[src/inc/plgb_pkg.sv]
// Constants for the eight-cell logic block: register map, field layout, reset values.
// Assumes a 32-bit APB slave with 12-bit byte addresses and word-aligned registers.
package plgb_pkg;

    // ****************************************
    // Structure
    // ****************************************
    localparam int NUM_CELLS = 8;
    localparam int LUT_INPUTS = 4;
    localparam int LUT_ENTRIES = 16;
    localparam int SEL_W = 4;
    localparam int FAB_IN_W = NUM_CELLS * LUT_INPUTS;
    localparam int ADDR_W = 12;

    // ****************************************
    // Register offsets
    // ****************************************
    localparam logic [11:0] ADDR_CTRL = 12'h000;
    localparam logic [11:0] ADDR_STATUS = 12'h004;
    localparam logic [11:0] ADDR_CELL_CFG_BASE = 12'h020;
    localparam logic [11:0] ADDR_ROUTE_BASE = 12'h040;
    localparam logic [11:0] ADDR_BANK_MASK = 12'hfe0;

    // ****************************************
    // Block control fields
    // ****************************************
    localparam int CTRL_POL_BIT = 0;
    localparam int CTRL_CE_BIT = 1;
    localparam int CTRL_SR_BIT = 2;
    localparam int CTRL_CARRY_SEL_LSB = 4;
    localparam int CTRL_DONE_BIT = 8;
    localparam logic [1:0] CARRY_SEL_LOW = 2'h0;
    localparam logic [1:0] CARRY_SEL_HIGH = 2'h1;
    localparam logic [1:0] CARRY_SEL_BELOW = 2'h2;

    // ****************************************
    // Per-cell configuration fields and register write masks
    // ****************************************
    localparam int CFG_INIT_LSB = 0;
    localparam int CFG_REG_OUT_BIT = 16;
    localparam int CFG_SET_BIT = 17;
    localparam int CFG_ASYNC_BIT = 18;
    localparam int CFG_CARRY_AS_THREE_BIT = 19;
    localparam int CFG_CARRY_EN_BIT = 20;
    localparam logic [31:0] CFG_WR_MASK = 32'h001fffff;
    localparam logic [31:0] CTRL_WR_MASK = 32'h00000037;
    localparam logic [31:0] ROUTE_WR_MASK = 32'h0000ffff;

    // ****************************************
    // Reset values
    // ****************************************
    localparam logic [31:0] CTRL_RESET = 32'h00000000;
    localparam logic [31:0] CFG_RESET = 32'h00000000;
    localparam logic [31:0] ROUTE_RESET = 32'h00000000;

endpackage

[src/rtl/plgb_logic_block.sv]
// Logic block of eight cells with an APB configuration port.
// Assumes fabric pins are asynchronous to clk and sampled twice before use.
//
// Register access over APB and the register addresses were decided locally.
`timescale 1ns/1ps

// Functional notes
// - Each lookup table is a sixteen-by-one table indexed by its four inputs.
// - Eight cells share one clock with polarity choice, one enable, one set/reset.
// - A global reset after configuration clears every cell flip-flop.
// - A per-flop bit picks synchronous or asynchronous set/reset.
// - Asynchronous mode: set/reset high forces the flop at the next clk edge, no fabric clock edge needed.
// - Synchronous mode: set/reset acts only at an active clock edge.
// - Every cell output reaches every cell input and the fabric.
// - Each cell output is its table result or its flop, by configuration.
// - Edge choice, enable used or not, set/reset used or not, all supported.
// - Carry out is the majority of inputs one, two and carry in.
// - Carry in may replace lookup input three by configuration.
// - Block carry in is low, high or from below; carry out goes above.
// - An unused carry output stays high.
module plgb_logic_block
    import plgb_pkg::*;
(
    // System
    input wire logic clk,
    input wire logic rst_n,
    // APB slave
    input wire logic psel,
    input wire logic penable,
    input wire logic pwrite,
    input wire logic [11:0] paddr,
    input wire logic [31:0] pwdata,
    output logic [31:0] prdata,
    output logic pready,
    output logic pslverr,
    // Fabric side
    input wire logic fabric_clock,
    input wire logic fabric_clock_enable,
    input wire logic set_reset_input,
    input wire logic [31:0] fabric_in,
    input wire logic carry_from_below,
    output logic [7:0] fabric_out,
    output logic carry_to_above
);

    // ****************************************
    // Input synchronisers
    // ****************************************
    localparam int SYNC_W = FAB_IN_W + 4;

    logic [SYNC_W-1:0] meta_r;
    logic [SYNC_W-1:0] meta_nxt;
    logic [SYNC_W-1:0] sync_r;
    logic [SYNC_W-1:0] sync_nxt;
    logic fclk_prev_r;
    logic fclk_prev_nxt;

    always_comb
    begin
        meta_nxt = {fabric_clock, fabric_clock_enable, set_reset_input,
            carry_from_below, fabric_in};
        sync_nxt = meta_r;
        fclk_prev_nxt = sync_r[SYNC_W-1];
    end

    always_ff @(posedge clk or negedge rst_n)
    begin
        if (!rst_n)
        begin
            meta_r <= '0;
            sync_r <= '0;
            fclk_prev_r <= 1'b0;
        end
        else
        begin
            meta_r <= meta_nxt;
            sync_r <= sync_nxt;
            fclk_prev_r <= fclk_prev_nxt;
        end
    end

    logic fclk_s;
    logic ce_s;
    logic sr_s;
    logic below_s;
    logic [31:0] fab_s;

    assign fclk_s = sync_r[SYNC_W-1];
    assign ce_s = sync_r[SYNC_W-2];
    assign sr_s = sync_r[SYNC_W-3];
    assign below_s = sync_r[SYNC_W-4];
    assign fab_s = sync_r[FAB_IN_W-1:0];

    // ****************************************
    // Configuration registers and APB slave
    // ****************************************
    logic [31:0] ctrl_r;
    logic [31:0] ctrl_nxt;
    logic [31:0] cfg_r [NUM_CELLS];
    logic [31:0] cfg_nxt [NUM_CELLS];
    logic [31:0] route_r [NUM_CELLS];
    logic [31:0] route_nxt [NUM_CELLS];
    logic configured_r;
    logic configured_nxt;
    logic grst_r;
    logic grst_nxt;
    logic pready_r;
    logic pready_nxt;
    logic pslverr_r;
    logic pslverr_nxt;
    logic [31:0] prdata_r;
    logic [31:0] prdata_nxt;
    logic [7:0] cell_out_r;
    logic [7:0] cell_out_nxt;
    logic carry_up_r;
    logic carry_up_nxt;

    logic setup;
    logic wr;
    logic [2:0] idx;

    always_comb
    begin
        setup = psel && !penable;
        wr = psel && penable && pwrite && pready_r && !pslverr_r;
        idx = paddr[4:2];
        ctrl_nxt = ctrl_r;
        cfg_nxt = cfg_r;
        route_nxt = route_r;
        configured_nxt = configured_r;
        grst_nxt = 1'b0;
        // Answer decided in setup, so access completes in one cycle
        pready_nxt = setup;
        pslverr_nxt = 1'b0;
        prdata_nxt = prdata_r;
        if (setup)
        begin
            prdata_nxt = 32'h00000000;
            if (paddr[1:0] != 2'h0)
            begin
                pslverr_nxt = 1'b1;
            end
            else if (paddr == ADDR_CTRL)
            begin
                prdata_nxt = ctrl_r;
                prdata_nxt[CTRL_DONE_BIT] = configured_r;
            end
            else if (paddr == ADDR_STATUS)
            begin
                prdata_nxt = {23'h000000, carry_up_r, cell_out_r};
                pslverr_nxt = pwrite;
            end
            else if ((paddr & ADDR_BANK_MASK) == ADDR_CELL_CFG_BASE)
            begin
                prdata_nxt = cfg_r[idx];
            end
            else if ((paddr & ADDR_BANK_MASK) == ADDR_ROUTE_BASE)
            begin
                prdata_nxt = route_r[idx];
            end
            else
            begin
                pslverr_nxt = 1'b1;
            end
        end
        if (wr)
        begin
            if (paddr == ADDR_CTRL)
            begin
                ctrl_nxt = pwdata & CTRL_WR_MASK;
                if (pwdata[CTRL_DONE_BIT])
                begin
                    // Configuration complete: clear all flops once
                    configured_nxt = 1'b1;
                    grst_nxt = 1'b1;
                end
            end
            else if ((paddr & ADDR_BANK_MASK) == ADDR_CELL_CFG_BASE)
            begin
                cfg_nxt[idx] = pwdata & CFG_WR_MASK;
            end
            else if ((paddr & ADDR_BANK_MASK) == ADDR_ROUTE_BASE)
            begin
                route_nxt[idx] = pwdata & ROUTE_WR_MASK;
            end
        end
    end

    always_ff @(posedge clk or negedge rst_n)
    begin
        if (!rst_n)
        begin
            ctrl_r <= CTRL_RESET;
            for (int i = 0; i < NUM_CELLS; i++)
            begin
                cfg_r[i] <= CFG_RESET;
                route_r[i] <= ROUTE_RESET;
            end
            configured_r <= 1'b0;
            grst_r <= 1'b0;
            pready_r <= 1'b0;
            pslverr_r <= 1'b0;
            prdata_r <= 32'h00000000;
        end
        else
        begin
            ctrl_r <= ctrl_nxt;
            cfg_r <= cfg_nxt;
            route_r <= route_nxt;
            configured_r <= configured_nxt;
            grst_r <= grst_nxt;
            pready_r <= pready_nxt;
            pslverr_r <= pslverr_nxt;
            prdata_r <= prdata_nxt;
        end
    end

    // ****************************************
    // Shared cell controls
    // ****************************************
    logic active_edge;
    logic block_carry_in;

    always_comb
    begin
        // Polarity bit set selects the falling fabric edge
        if (ctrl_r[CTRL_POL_BIT])
        begin
            active_edge = fclk_prev_r && !fclk_s;
        end
        else
        begin
            active_edge = fclk_s && !fclk_prev_r;
        end
        case (ctrl_r[CTRL_CARRY_SEL_LSB +: 2])
            CARRY_SEL_HIGH: block_carry_in = 1'b1;
            CARRY_SEL_BELOW: block_carry_in = below_s;
            default: block_carry_in = 1'b0;
        endcase
    end

    // ****************************************
    // Cells, routing and carry chain
    // ****************************************
    logic [NUM_CELLS:0] carry;
    logic [NUM_CELLS-1:0] lut_out;
    logic [NUM_CELLS-1:0] flop_q;

    assign carry[0] = block_carry_in;

    generate
        for (genvar c = 0; c < NUM_CELLS; c++)
        begin : g_cell
            logic [3:0] lookup_in;

            // Feedback uses registered outputs, so no combinational loops
            always_comb
            begin
                for (int k = 0; k < LUT_INPUTS; k++)
                begin
                    if (route_r[c][k*SEL_W+3])
                    begin
                        lookup_in[k] = fab_s[c*LUT_INPUTS+k];
                    end
                    else
                    begin
                        lookup_in[k] = cell_out_r[route_r[c][k*SEL_W +: 3]];
                    end
                end
            end

            plgb_lut_carry u_lut
            (
                .lut_init(cfg_r[c][CFG_INIT_LSB +: LUT_ENTRIES]),
                .carry_as_three(cfg_r[c][CFG_CARRY_AS_THREE_BIT]),
                .carry_used(cfg_r[c][CFG_CARRY_EN_BIT]),
                .lookup_in(lookup_in),
                .carry_in(carry[c]),
                .lut_out(lut_out[c]),
                .carry_out(carry[c+1])
            );

            plgb_cell_flip_flop u_ff
            (
                .clk(clk),
                .rst_n(rst_n),
                .global_reset(grst_r),
                .active_edge(active_edge),
                .ce_used(ctrl_r[CTRL_CE_BIT]),
                .ce(ce_s),
                .sr_used(ctrl_r[CTRL_SR_BIT]),
                .set_reset_input(sr_s),
                .is_set_type(cfg_r[c][CFG_SET_BIT]),
                .sr_async(cfg_r[c][CFG_ASYNC_BIT]),
                .d(lut_out[c]),
                .q(flop_q[c])
            );
        end
    endgenerate

    // ****************************************
    // Output registers
    // ****************************************
    always_comb
    begin
        for (int c = 0; c < NUM_CELLS; c++)
        begin
            cell_out_nxt[c] = cfg_r[c][CFG_REG_OUT_BIT] ? flop_q[c] : lut_out[c];
        end
        carry_up_nxt = carry[NUM_CELLS];
    end

    always_ff @(posedge clk or negedge rst_n)
    begin
        if (!rst_n)
        begin
            cell_out_r <= 8'h00;
            carry_up_r <= 1'b0;
        end
        else
        begin
            cell_out_r <= cell_out_nxt;
            carry_up_r <= carry_up_nxt;
        end
    end

    assign fabric_out = cell_out_r;
    assign carry_to_above = carry_up_r;
    assign prdata = prdata_r;
    assign pready = pready_r;
    assign pslverr = pslverr_r;

endmodule

[src/rtl/plgb_lut_carry.sv]
// Four-input lookup table with carry majority logic for one logic cell.
// Purely combinational; inputs come from registered routing in the block.
`timescale 1ns/1ps

module plgb_lut_carry
    import plgb_pkg::*;
(
    // Configuration
    input wire logic [15:0] lut_init,
    input wire logic carry_as_three,
    input wire logic carry_used,
    // Data
    input wire logic [3:0] lookup_in,
    input wire logic carry_in,
    output logic lut_out,
    output logic carry_out
);

    logic [3:0] index;

    always_comb
    begin
        // Incoming carry may stand in for lookup input three
        index = {carry_as_three ? carry_in : lookup_in[3], lookup_in[2:0]};
        lut_out = lut_init[index];
        if (carry_used)
        begin
            carry_out = (lookup_in[1] & lookup_in[2]) | (carry_in & lookup_in[1])
                | (carry_in & lookup_in[2]);
        end
        else
        begin
            carry_out = 1'b1;
        end
    end

endmodule

[src/rtl/plgb_cell_flip_flop.sv]
// Configurable flip-flop of one logic cell.
// Fabric clock edge, enable and set/reset arrive already synchronised to clk.
`timescale 1ns/1ps

module plgb_cell_flip_flop
    import plgb_pkg::*;
(
    // System
    input wire logic clk,
    input wire logic rst_n,
    // Shared controls
    input wire logic global_reset,
    input wire logic active_edge,
    input wire logic ce_used,
    input wire logic ce,
    input wire logic sr_used,
    input wire logic set_reset_input,
    // Cell configuration
    input wire logic is_set_type,
    input wire logic sr_async,
    // Data
    input wire logic d,
    output logic q
);

    logic q_r;
    logic q_nxt;

    always_comb
    begin
        q_nxt = q_r;
        if (global_reset)
        begin
            q_nxt = 1'b0;
        end
        else if (sr_used && sr_async && set_reset_input)
        begin
            // Acts every cycle, no fabric edge needed
            q_nxt = is_set_type;
        end
        else if (active_edge)
        begin
            if (sr_used && !sr_async && set_reset_input)
            begin
                q_nxt = is_set_type;
            end
            else if (!ce_used || ce)
            begin
                q_nxt = d;
            end
            // Otherwise hold: gated edge with enable low
        end
    end

    always_ff @(posedge clk or negedge rst_n)
    begin
        if (!rst_n)
        begin
            q_r <= 1'b0;
        end
        else
        begin
            q_r <= q_nxt;
        end
    end

    assign q = q_r;

endmodule

[config.mk]
export PLATFORM = sky130hd
export DESIGN_NAME = plgb_logic_block
export DESIGN_NICKNAME = d
export VERILOG_FILES = /design/src/inc/plgb_pkg.sv /design/src/rtl/plgb_logic_block.sv /design/src/rtl/plgb_lut_carry.sv /design/src/rtl/plgb_cell_flip_flop.sv
export SDC_FILE = /design/constraint.sdc
export NUM_CORES = 1
export LEC_CHECK = 0
export ABC_AREA = 1
export BUFFER_PORTS_ARGS = -buffer_cell sky130_fd_sc_hd__buf_2
export CORE_UTILIZATION = 50
export DETAILED_ROUTE_END_ITERATION = 10
export PLACE_DENSITY = 0.76
export SYNTH_ARGS = -nofsm -noshare
export SYNTH_HDL_FRONTEND = slang
export SYNTH_SLANG_ARGS = --single-unit
[constraint.sdc]
create_clock -name clk -period 2.9 [get_ports clk]
set_input_delay 0.145 -clock clk [delete_from_list [all_inputs] [get_ports clk]]
set_output_delay 0.145 -clock clk [all_outputs]
set_load 0.02 [all_outputs]
==> results.md <==
| Parameter | Value |
| --- | --- |
| Power density normalized to cell area | 700.0 nW/µm² |
| Worst path arrival time | 3.27 ns |
| Num CTS Buffers | 47 |
| Maximum number of pins on one net before global-route repair | 86 |
| Via density per instance | 6.142 |
| Endpoint class of the critical path | flip-flop |
| GRT overflow | 0 |
| Highest fanout seen on the critical path | 16 |
| Final wirelength | 73510 µm |
| Multi-input gate area in the final layout | 8853 µm² |
| Relative max-transition margin | 26.60% |
| Highest metal used | met4 |
| Netlist area before placement | 20770 µm² |
| Final hold violations | 0 |
| Clk pwr share | 36.0% |
| Worst Setup Start Kind | flip-flop |
| CTS Sinks | 416 |
| Fin crit period | 2.755 ns |
| Count of pins over their slew limit | 0 |
| Post-layout instance area | 24280 µm² |
| Synthesis-stage register bit count | 416 |
| Width of the chip | 205.8 µm |
| DRT antenna net count | 0 |
| DR WL/cell | 22.35 µm |
| Final cycle utilization of the critical path | 95.00% |
| P_sw | 5.727 mW |
| Met1 wire length | 29260 µm |
| DIE AREA | 42360 µm² |
| H-Tree Level Count | 2 |
| Final-layout fill cell count | 3596 |
| Yosys top cell area share | 50.12% |
| TritonCTS clock tree | done |
| Nets@finish | 2811 |
| Critical path class | flip-flop to flip-flop |
| Cell internal pwr | 11.27 mW |
| Top post-synthesis cells by count | 592 x sky130_fd_sc_hd__nand2_1, 509 x sky130_fd_sc_hd__o21ai_0, 416 x sky130_fd_sc_hd__dfrtp_1 |
| Cell area after placement | 22180 µm² |
| Max_cap viols | 0 |
| Setup violation total in the final timing report | 0 |
| Async SR Flop Fraction | 100.0% |
| Library cell with the highest instance count after synthesis | sky130_fd_sc_hd__nand2_1 |
| Buffer depth of the longest clock path | 3 |
| Vertical die dimension | 205.8 µm |
| Synth-to-layout area growth | 16.92% |
| Proportion of power drawn by flip-flops and latches | 36.1% |
| Initial antenna violation count | 1 |
| Share of synthesized area occupied by flip-flops and latches | 50.12% |
| Yosys cell types | 51 |
| Count of flip-flops with a built-in enable after synthesis | 0 |
| Violation count after the first detailed-route iteration | 2860 |
| Post-Syn Area per Cell | 8.079 µm² |
| VDD IR max | 430.7 µV |
| Floorplan core area | 40920 µm² |
| Max Clock Freq | 0.3630 GHz |
| Number of DRC violations after detailed routing | 0 |
| Fin util | 59.34% |
| Metal2 WL | 31760 µm |
| Syn. warnings | 0 |
| Worst min-delay path category | primary input to flip-flop |
| Top Ports | 128 |
| Total via count in the routed design | 20200 |
| Starting density of the core | 50.75% |
| Switch share | 33.69% |
| Metal3 WL | 8506 µm |
| RSZ-0062 raised after global routing | false |
| Number of cells produced by synthesis | 2571 |
| Row cnt | 74 |
| Quantity of I/O buffers inserted on ports | 105 |
| Total global routing track utilization | 34.79% |
| Share of post-route cells with drive strength above 1 | 12.74% |
| CP required | 3.41 ns |
| Final HPWL DP | 50190 µm |
| Actual transition at the worst max-transition pin | 1.100 ns |
| Sequential cell area | 10420 µm² |
| Share of total power in combinational logic | 27.9% |
| CTS root buf | sky130_fd_sc_hd__clkbuf_16 |
| Number of search-and-repair iterations in the first detailed-routing pass | 9 |
| Routability cong. | 0.9806 |
| Worst Skew | 0.01319 ns |
| Synth area leader | sky130_fd_sc_hd__dfrtp_1 |
| Clock transition at path regs | 0.07 ns |
| Vias in the first global route | 18520 |
| Standby leakage power | 10.56 nW |
| Wire length of the first global-routing pass | 110100 µm |
| Run status | completed |
| Largest cells by area after synthesis | sky130_fd_sc_hd__dfrtp_1 50%, sky130_fd_sc_hd__o21ai_0 12%, sky130_fd_sc_hd__nand2_1 11% |
| Predominant post-synthesis flop cell | sky130_fd_sc_hd__dfrtp_1 |
| Clock latency reported for the late side of the worst-skew pair | 0.58 ns |
## state kept, by name, summed over array words and instances, names as in the netlist
signal and flops:
grst_r 1, configured_r 1, fclk_prev_r 1, route_r 128, cfg_r 168, ctrl_r 5, prdata 21, pready 1
meta_r 36, pslverr 1, fabric_out 8, g_cell.u_ff.q 8, sync_r 36, carry_to_above 1
## layer usage
layer | up-vias | global-route usage, %
li1 | 9100 | -
met2 | 1332 | 51.88
met4 | 0 | 17.52
met5 | - | 0
met3 | 234 | 7.254
met1 | 9535 | 47.99
## metrics by stage
stage	std cells	setup TNS [ns]	setup WS, ns	hold slack [ns]	total power, mW
after detailed placement	3160	-0.1190	-0.09031	0.1784	10.65
after floorplan	2581	0	0.6592	-0.1506	8.655
after global routing	3288	0	0.002322	0.08345	17.53
after CTS	3285	0	0.04884	0.02870	16.79
after global placement	3160	-0.1125	-0.1125	0.1732	10.56
final	3289	0	0.1451	0.08382	17.00
## path summary, 6_finish.rpt
check                           slack, ns     startpoint  cells after the start          endpoint
worst max register to register       0.15  fabric_out[1]                     16  g_cell[6].u_ff.q
worst min register to register       0.35     meta_r[13]                      0        sync_r[13]
worst max-delay path                 0.15  fabric_out[1]                     16  g_cell[6].u_ff.q
worst min-delay path                 0.08         pwrite                      3           pslverr
min in group asynchronous            0.15          rst_n                      2         cfg_r[39]
max in group asynchronous            1.76          rst_n                      3     fabric_out[3]
## kinds of logic after synthesis
family	after synthesis	share of synthesized area, %
other	1	0.01805
adders and majority gates	2	0.1205
AOI/OAI and AO/OA	958	26.06
DFF	416	50.12
buffers and inverters	380	7.560
and+or+nand+nor	813	16.07
muxes	1	0.05421
## worst max-delay path, stage by stage (launching register included)
cell	delay [ns]
sky130_fd_sc_hd__dfrtp_1	0.39
sky130_fd_sc_hd__inv_2	0.20
sky130_fd_sc_hd__buf_12	0.20
sky130_fd_sc_hd__buf_4	0.17
sky130_fd_sc_hd__o21ai_0	0.09
sky130_fd_sc_hd__nand3_1	0.09
sky130_fd_sc_hd__nand3_1	0.07
sky130_fd_sc_hd__o21ai_1	0.30
sky130_fd_sc_hd__inv_1	0.21
sky130_fd_sc_hd__a21oi_1	0.22
sky130_fd_sc_hd__nand2_2	0.10
sky130_fd_sc_hd__o21ai_2	0.18
sky130_fd_sc_hd__nand2_1	0.09
sky130_fd_sc_hd__buf_4	0.13
sky130_fd_sc_hd__o211ai_1	0.09
sky130_fd_sc_hd__nand2_1	0.07
sky130_fd_sc_hd__nand2_1	0.06
## cell type report
cell class / instances / share of cell area (%)
well taps: 532 / 2.741
multi-input cells: 1785 / 36.46
clock buffers: 73 / 5.998
clock inverters: 8 / 0.5359
diodes: 1 / 0.01031
repair buffers: 261 / 8.002
flip-flops and latches: 416 / 42.90
inverters: 213 / 3.354
## power groups by stage
stage	clock [mW]	sequential [mW]	combinational, mW
global placement	0	6.22	4.34
finish	6.12	6.14	4.74
global route	6.40	6.15	4.98
floorplan	0	6.21	2.44
CTS	6.17	6.12	4.50
detailed placement	0	6.22	4.43
## what timing repair did
action | in CTS | in global routing
cloned | 0 | 0
hold buffers | 44 | 0
buffers inserted | 0 | 3
endpoints found under the setup margin | 2 | 10
resized for setup | 2 | 27
pin swaps | 0 | 8
endpoints found under the hold margin | 118 | 0
## cells in the final DEF (no fill, tap or decap), drive strengths merged, types with 5 or more instances in the layout
cell type / n
nand4: 5
o221ai: 40
a21oi: 252
clkbuf: 73
o31ai: 8
a22o: 7
a31oi: 7
nor3: 9
dlygate4sd3: 44
buf: 217
a22oi: 9
o2111ai: 18
nand2: 610
a32o: 23
nand3: 119
o211ai: 43
nor2: 62
o21ai: 529
inv: 211
dfrtp: 416
conb: 11
a2bb2oi: 6
Power figures use the tool's default switching activity.
